### config.mk
export PLATFORM = sky130hd
export DESIGN_NAME = pmc_power_mode_controller
export DESIGN_NICKNAME = d
export VERILOG_FILES = /design/src/verilog/pmc_power_mode_controller.v
export VERILOG_INCLUDE_DIRS = /design/src /design/src/verilog
export SDC_FILE = /design/constraint.sdc
export NUM_CORES = 1
export LEC_CHECK = 0
export BUFFER_PORTS_ARGS = -buffer_cell sky130_fd_sc_hd__buf_2
export CAP_MARGIN = 10
export CORE_ASPECT_RATIO = 2
export CORE_MARGIN = 2
export CORE_UTILIZATION = 39
export CTS_BUF_LIST = sky130_fd_sc_hd__clkbuf_8
export DETAILED_ROUTE_END_ITERATION = 10
export SETUP_SLACK_MARGIN = 0.15
export SYNTH_ARGS = -nofsm -noshare
export SYNTH_HDL_FRONTEND = slang
export SYNTH_SLANG_ARGS = --single-unit
### constraint.sdc
create_clock -name SYS_CLK -period 5.94 [get_ports SYS_CLK]
set_clock_uncertainty 0.05 [all_clocks]
set_input_delay 1.188 -clock SYS_CLK [delete_from_list [all_inputs] [get_ports SYS_CLK]]
set_output_delay 1.188 -clock SYS_CLK [all_outputs]
set_load 0.05 [all_outputs]
### src/verilog/pmc_defs.vh
// power mode controller constants
`ifndef PMC_DEFS_VH
`define PMC_DEFS_VH
// mode state codes
`define PMC_ST_RUN 3'h0
`define PMC_ST_SLOW 3'h1
`define PMC_ST_WFI 3'h2
`define PMC_ST_HALT 3'h3
`define PMC_ST_STOP 3'h4
`define PMC_ST_STAB 3'h5
// mode request codes
`define PMC_REQ_NONE 3'h0
`define PMC_REQ_RUN 3'h1
`define PMC_REQ_SLOW 3'h2
`define PMC_REQ_WFI 3'h3
`define PMC_REQ_HALT 3'h4
`define PMC_REQ_STOP 3'h5
// clock source select
`define PMC_SRC_PLL 2'h0
`define PMC_SRC_OSC 2'h1
`define PMC_SRC_EXT 2'h2
// spare source code, routed to the pll
`define PMC_SRC_RSVD 2'h3
// slow mode divisor: one enable in five cycles
`define PMC_SLOW_DIV 8'h04
// divisor used outside slow and wait: every cycle enabled
`define PMC_DIV_NONE 8'h00
// output reset values
`define PMC_RST_EN 1'b1
`define PMC_RST_OSC 1'b1
`define PMC_RST_FREEZE 1'b0
`define PMC_RST_HALTED 1'b0
// pll limits in kHz
`define PMC_XTAL_MIN_KHZ 3000
`define PMC_XTAL_MAX_KHZ 5000
`define PMC_SYS_MAX_KHZ 25000
// oscillator stabilisation time in ns and cycles at 4 ns
`define PMC_STAB_NS 1000000
`define PMC_CLK_NS 4
`define PMC_STAB_CYC ((`PMC_STAB_NS + `PMC_CLK_NS - 1) / `PMC_CLK_NS)
`endif

### src/verilog/pmc_power_mode_controller.v
// power mode sequencer: run, slow, wait, halt and stop clock gating
// ----------------------------------------------------------------
// ----------------------------------------------------------------
`timescale 1ns/1ps
`default_nettype none
`include "pmc_defs.vh"
module pmc_power_mode_controller #(
    parameter STAB_CYCLES = `PMC_STAB_CYC,
    parameter [7:0] SLOW_DIV = `PMC_SLOW_DIV
) (
    input wire SYS_CLK,
    input wire ARST_N,
    input wire [2:0] MODE_REQ,
    input wire [1:0] CLK_SRC_SEL,
    input wire [7:0] WFI_DIV,
    input wire WDOG_ENABLE,
    input wire IRQ_ACK,
    input wire WAKEUP_LINE,
    output reg CPU_CLK_EN,
    output reg PERIPH_CLK_EN,
    output reg IRQ_CLK_EN,
    output reg [1:0] CLK_SRC,
    output reg OSC_RUN,
    output reg WDOG_FREEZE,
    output reg [2:0] MODE,
    output reg HALTED
);
    reg [2:0] state_r, state_nxt;
    reg [19:0] stab_cnt_r;
    reg [7:0] div_cnt_r;
    reg [2:0] wk_sync_r;
    reg wk_lvl_r;
    reg tick;
    reg [7:0] div_sel;

    // ----------------------------------------------------------------
    // helper functions
    // ----------------------------------------------------------------
    // source actually used; the spare code falls back to the pll
    function [1:0] src_map;
        input [1:0] code;
        begin
            if (code == `PMC_SRC_RSVD)
                src_map = `PMC_SRC_PLL;
            else
                src_map = code;
        end
    endfunction

    // watchdog held while the oscillator is off or not yet trusted
    function freeze_mode;
        input [2:0] st;
        begin
            freeze_mode = (st == `PMC_ST_STOP) || (st == `PMC_ST_STAB);
        end
    endfunction

    // ----------------------------------------------------------------
    // wake-up pin synchroniser
    // ----------------------------------------------------------------
    // three stages, a change counts once stages two and three agree
    // reset level matches the idle low pin, so no false wake after reset
    always @(posedge SYS_CLK or negedge ARST_N) begin
        if (!ARST_N) begin
            wk_sync_r <= 3'h0;
            wk_lvl_r <= 1'b0;
        end else begin
            wk_sync_r <= {wk_sync_r[1:0], WAKEUP_LINE};
            if (wk_sync_r[1] == wk_sync_r[2])
                wk_lvl_r <= wk_sync_r[2];
        end
    end

    // ----------------------------------------------------------------
    // mode state machine
    // ----------------------------------------------------------------
    // requests are taken only in run and slow; wait, stop and the
    // stabilisation wait each have one way out, and halt has none
    // next mode from request and events
    always @* begin
        state_nxt = state_r;
        case (state_r)
            `PMC_ST_RUN, `PMC_ST_SLOW: begin
                if (MODE_REQ == `PMC_REQ_SLOW)
                    state_nxt = `PMC_ST_SLOW;
                else if (MODE_REQ == `PMC_REQ_RUN)
                    state_nxt = `PMC_ST_RUN;
                else if (MODE_REQ == `PMC_REQ_WFI)
                    state_nxt = `PMC_ST_WFI;
                else if (MODE_REQ == `PMC_REQ_HALT && !WDOG_ENABLE)
                    state_nxt = `PMC_ST_HALT;
                else if (MODE_REQ == `PMC_REQ_STOP)
                    state_nxt = `PMC_ST_STOP;
            end
            `PMC_ST_WFI: begin
                if (IRQ_ACK)
                    state_nxt = `PMC_ST_RUN;
            end
            `PMC_ST_HALT: begin
                state_nxt = `PMC_ST_HALT;
            end
            `PMC_ST_STOP: begin
                if (wk_lvl_r)
                    state_nxt = `PMC_ST_STAB;
            end
            `PMC_ST_STAB: begin
                if (stab_cnt_r == 20'h00000)
                    state_nxt = `PMC_ST_RUN;
            end
            default: state_nxt = `PMC_ST_RUN;
        endcase
    end

    // state register; halt has no exit above, so only reset leaves it
    // and every register restarts from its reset value
    always @(posedge SYS_CLK or negedge ARST_N) begin
        if (!ARST_N)
            state_r <= `PMC_ST_RUN;
        else
            state_r <= state_nxt;
    end

    // ----------------------------------------------------------------
    // oscillator stabilisation counter
    // ----------------------------------------------------------------
    // loaded on stop, counts down after wake-up
    // reloaded every stop cycle, so each wake-up waits the full time
    always @(posedge SYS_CLK or negedge ARST_N) begin
        if (!ARST_N)
            stab_cnt_r <= 20'h00000;
        else if (state_r == `PMC_ST_STOP)
            stab_cnt_r <= STAB_CYCLES[19:0] - 20'h00001;
        else if (state_r == `PMC_ST_STAB && stab_cnt_r != 20'h00000)
            stab_cnt_r <= stab_cnt_r - 20'h00001;
    end

    // ----------------------------------------------------------------
    // clock divider for slow and wait modes
    // ----------------------------------------------------------------
    // divisor chosen by mode; zero means undivided
    // the counter runs free, so a first pulse after a switch may be early
    always @* begin
        if (state_r == `PMC_ST_WFI)
            div_sel = WFI_DIV;
        else if (state_r == `PMC_ST_SLOW)
            div_sel = SLOW_DIV;
        else
            div_sel = `PMC_DIV_NONE;
        tick = (div_cnt_r >= div_sel);
    end

    // free divider counter
    always @(posedge SYS_CLK or negedge ARST_N) begin
        if (!ARST_N)
            div_cnt_r <= 8'h00;
        else if (tick)
            div_cnt_r <= 8'h00;
        else
            div_cnt_r <= div_cnt_r + 8'h01;
    end

    // ----------------------------------------------------------------
    // clock enable outputs
    // ----------------------------------------------------------------
    // gate enables registered from the current state, one edge behind it
    always @(posedge SYS_CLK or negedge ARST_N) begin
        if (!ARST_N) begin
            CPU_CLK_EN <= `PMC_RST_EN;
            PERIPH_CLK_EN <= `PMC_RST_EN;
            IRQ_CLK_EN <= `PMC_RST_EN;
            CLK_SRC <= `PMC_SRC_PLL;
            OSC_RUN <= `PMC_RST_OSC;
            WDOG_FREEZE <= `PMC_RST_FREEZE;
            MODE <= `PMC_ST_RUN;
            HALTED <= `PMC_RST_HALTED;
        end else begin
            MODE <= state_r;
            HALTED <= (state_r == `PMC_ST_HALT);
            // the pll sits outside this block: software keeps it inside the
            // crystal and system limits of the defs header, and this block
            // only routes the selected source
            CLK_SRC <= src_map(CLK_SRC_SEL);
            OSC_RUN <= (state_r != `PMC_ST_STOP);
            WDOG_FREEZE <= freeze_mode(state_r);
            case (state_r)
                `PMC_ST_RUN: begin
                    CPU_CLK_EN <= 1'b1;
                    PERIPH_CLK_EN <= 1'b1;
                    IRQ_CLK_EN <= 1'b1;
                end
                `PMC_ST_SLOW: begin
                    CPU_CLK_EN <= tick;
                    PERIPH_CLK_EN <= tick;
                    IRQ_CLK_EN <= tick;
                end
                `PMC_ST_WFI: begin
                    CPU_CLK_EN <= 1'b0;
                    PERIPH_CLK_EN <= tick;
                    IRQ_CLK_EN <= tick;
                end
                default: begin
                    // halt, stop and stabilisation: all gated, regs kept
                    CPU_CLK_EN <= 1'b0;
                    PERIPH_CLK_EN <= 1'b0;
                    IRQ_CLK_EN <= 1'b0;
                end
            endcase
        end
    end
endmodule // pmc_power_mode_controller
`default_nettype wire

==> impl_results.md <==
- Outcome: finished, final reports clean
- Total routing resource utilization after global routing: 17.7%
- Asr flop ratio synth: 100%
- Maximum clock insertion buffer count: 2
- Fill count: 566
- Standby leakage power: 1.15 nW
- Synth Cell Area: 2300 um2
- Hold Path End: wk_sync_r[1]
- Wire length reported by the detailed router: 5150 um
- Reg-to-reg critical path startpoint: state_r[1]
- Site Rows: 39
- Setup repair after global routing missed its margin: false
- Routability Congestion: 0.784
- Number of maximum-capacitance violations: 0
- Worst reg2reg setup slack: 2.79 ns
- Fin Setup TNS: 0 ns
- Slew at the pin closest to its max-slew limit: 1.02 ns
- Category of the worst setup path capture point: flop
- Die area: 6570 um2
- Count of cell types in the netlist: 45
- Critical Setup Path Class: flop to flop
- Critical Path AT: 3.34 ns
- Required time of the critical path: 6.13 ns
- Horiz. Die Dim: 58.3 um
- Buffer count from post-CTS setup fixing: 0
- Residual overflow from global routing: 0
- Number of nets at the end of the flow: 286
- Clock root buffer: clkbuf_8
- Average wire per standard cell: 16.1 um
- Deepest level of the CTS H-tree: 2
- Number of detailed-route iterations in the first pass: 4
- Yosys reg bits: 45
- Worst reg2reg endpoint: CPU_CLK_EN
- Number of buffers added to fix hold violations after cts: 0
- Share of layout cells above drive strength 1: 17.8%
- Number of nets produced by synthesis: 260
- Met2 wire length: 2950 um
- Post-Syn Area per Cell: 9.92 um2
- Seq/Total Area, Yosys: 49.1%
- Wl on met1: 1930 um
- Global-route wire length before repair: 8790 um
- Number of vias after detailed routing: 1818
- Number of flops mapped to enable cells by yosys: 0
- Maximum number of pins on one net before global-route repair: 46
- Cells resized by post-CTS repair: 0
- Core outline area: 5710 um2
- Power per unit of standard cell area: 486 nW/um2
- CTS clock-pin slew for the worst setup and hold paths: 0.08 ns
- Average via count per standard cell: 5.68
- Port Buf Inserts: 28
- DRC viols: 0
- Max Fclk: 318 MHz
- Number of hold-slack violations in the final timing report: 0
- Worst reg-to-reg path cell count: 9
- Number of buffers added by the clock tree synthesis step: 5
- Final critical-path share of the clock period: 53.0%
- Number of global-route vias before repair: 1853
- Critical Path Fanout Max: 14
- Maximum resistive drop on vdd: 0.000298 V
- Highest layer used for signal routing: met4
- Startpoint of the lowest-slack hold path: wk_sync_r[0]
- Final Instance Area: 2600 um2
- Placed inst area: 2480 um2
- Layout area overhead: 12.9%
- Count of final max-slew check failures: 0
- I/O pin count: 29
- Critical path startpoint category: flop
- Sinks on the clock net: 45
- Final antenna diode count: 0
- Half-perimeter wire length of the detailed placement result: 3850 um
- Warnings, synthesis: 0
- Violation count after the first detailed-routing iteration: 38
- Routed wire length on met3: 140 um
- Min-Delay Path Depth: 0
- Worst-Skew Late Latency: 0.30 ns
- Worst slew margin relative to its limit: 32.0%
- Vertical extent of the die: 113 um
- DRT antenna net count: 0
- Final Power: 1.26 mW
- Antenna violations before repair: 0
- Effective utilization at floorplan: 40.3%
- TritonCTS clock tree: yes
- Minimum period implied by the final worst setup slack: 3.15 ns
- Most used flip-flop cell after synthesis: dfrtp_1
- Synth Instances: 232
- Setup Viol. Count Final: 0
- Hold Path Class: flop to flop
worst max-delay path by stage:
stage	start	to	slack [ns]
2_1_floorplan	state_r[1]	CPU_CLK_EN	3.03
3_3_place_gp	state_r[1]	CPU_CLK_EN	2.87
3_5_place_dp	state_r[1]	CPU_CLK_EN	2.79
4_1_cts	state_r[1]	CPU_CLK_EN	2.77
5_1_grt	state_r[1]	CPU_CLK_EN	2.59
6_report	state_r[1]	CPU_CLK_EN	2.79
critical path, cell delays in order, from the launching register on:
cell and delay, ns:
dfrtp_1 0.59, inv_1 0.15, nor3_1 0.59, and2_1 0.22, ha_1 0.22, nand2b_1 0.14
a21o_1 0.17, a211o_1 0.31, a211o_1 0.44, o21a_1 0.22
placed cells by master (no fill, tap or decap), types with 2 or more instances in the layout:
cell type   n
a2111oi_0   2
a211o_1     2
a211oi_1    3
a21o_1      3
a21oi_1     9
and2_1      4
and3_1      2
buf_2      28
clkbuf_8    6
dfrtp_1    42
dfstp_2     3
ha_1       10
inv_1       9
mux2i_1     3
nand2_1    17
nand2b_1    3
nand3_1    13
nand4_1     4
nor2_1     21
nor2b_1     6
nor3_1      7
nor3b_1     3
nor4_1      6
nor4b_1     2
o211ai_1    2
o21a_1      2
o21ai_0     3
o311ai_0    2
o31ai_1     6
o41ai_1     3
or2_2       3
or3_1       4
or4_1       6
xnor2_1     3
xor2_1      6
per-stage QoR:
step	std cells	utilization [%]	hold WS [ns]	setup slack, ns
after floorplan	232	-	0.281	3.03
after global placement	312	43.5	0.286	2.87
after detailed placement	312	43.5	0.286	2.79
after CTS	320	45.5	0.305	2.77
after global routing	320	45.5	0.313	2.59
final	320	45.5	0.301	2.79
final cells by class:
cell class              count  area [um2]  share of cell area (%)
clock buffers               6        82.6                    3.18
clock inverters             2        33.8                    1.30
inverters                   8        30.0                    1.15
multi-input cells         169        1100                    42.3
flip-flops and latches     45        1130                    43.5
well taps                  61        76.3                    2.94
repair buffers             29         148                    5.68
power breakdown:
group / internal [mW] / total, mW / switching (mW)
registers: 0.413 / 0.534 / 0.121
clock network: 0.136 / 0.239 / 0.103
logic: 0.186 / 0.492 / 0.305
total: 0.735 / 1.26 / 0.530
sequential cells by signal (all words and copies together) (netlist names):
register     count
wk_sync_r        3
IRQ_CLK_EN       1
state_r          3
CPU_CLK_EN       1
WDOG_FREEZE      1
stab_cnt_r      20
wk_lvl_r         1
MODE             3
CLK_SRC          2
div_cnt_r        8
OSC_RUN          1
HALTED           1
logic make-up (layout without fill, tap and decap cells):
family          Yosys count  in the layout  synth area share (%)
xor+xnor                  9              9                  3.42
buf+inv                  18             45                  3.15
flops                    45             45                  49.1
simple gates            106            106                  24.8
fa+ha+maj                11             11                  5.87
mux                       3              3                  1.30
compound gates           40             40                  12.3
synth_stat cells (4+ instances only):
cell      count  area [um2]
nor4_1        6        37.5
xor2_1        6        52.6
or3_1         4        25.0
a21oi_1       9        45.0
nor2b_1       6        37.5
nand3_1      13        65.1
or4_1         6        45.0
clkbuf_1      8        30.0
nor3_1        7        35.0
o31ai_1       6        45.0
nand4_1       4        25.0
dfrtp_1      42        1050
ha_1         10         125
nor2_1       21        78.8
inv_1         8        30.0
and2_1        4        25.0
nand2_1      17        63.8
routing by layer:
layer,up-vias,GRT usage (%)
li1,891,-
met1,883,18.6
met2,33,32.6
met3,11,2.76
met4,0,8.06
met5,-,0
Power figures use the tool's default switching activity.
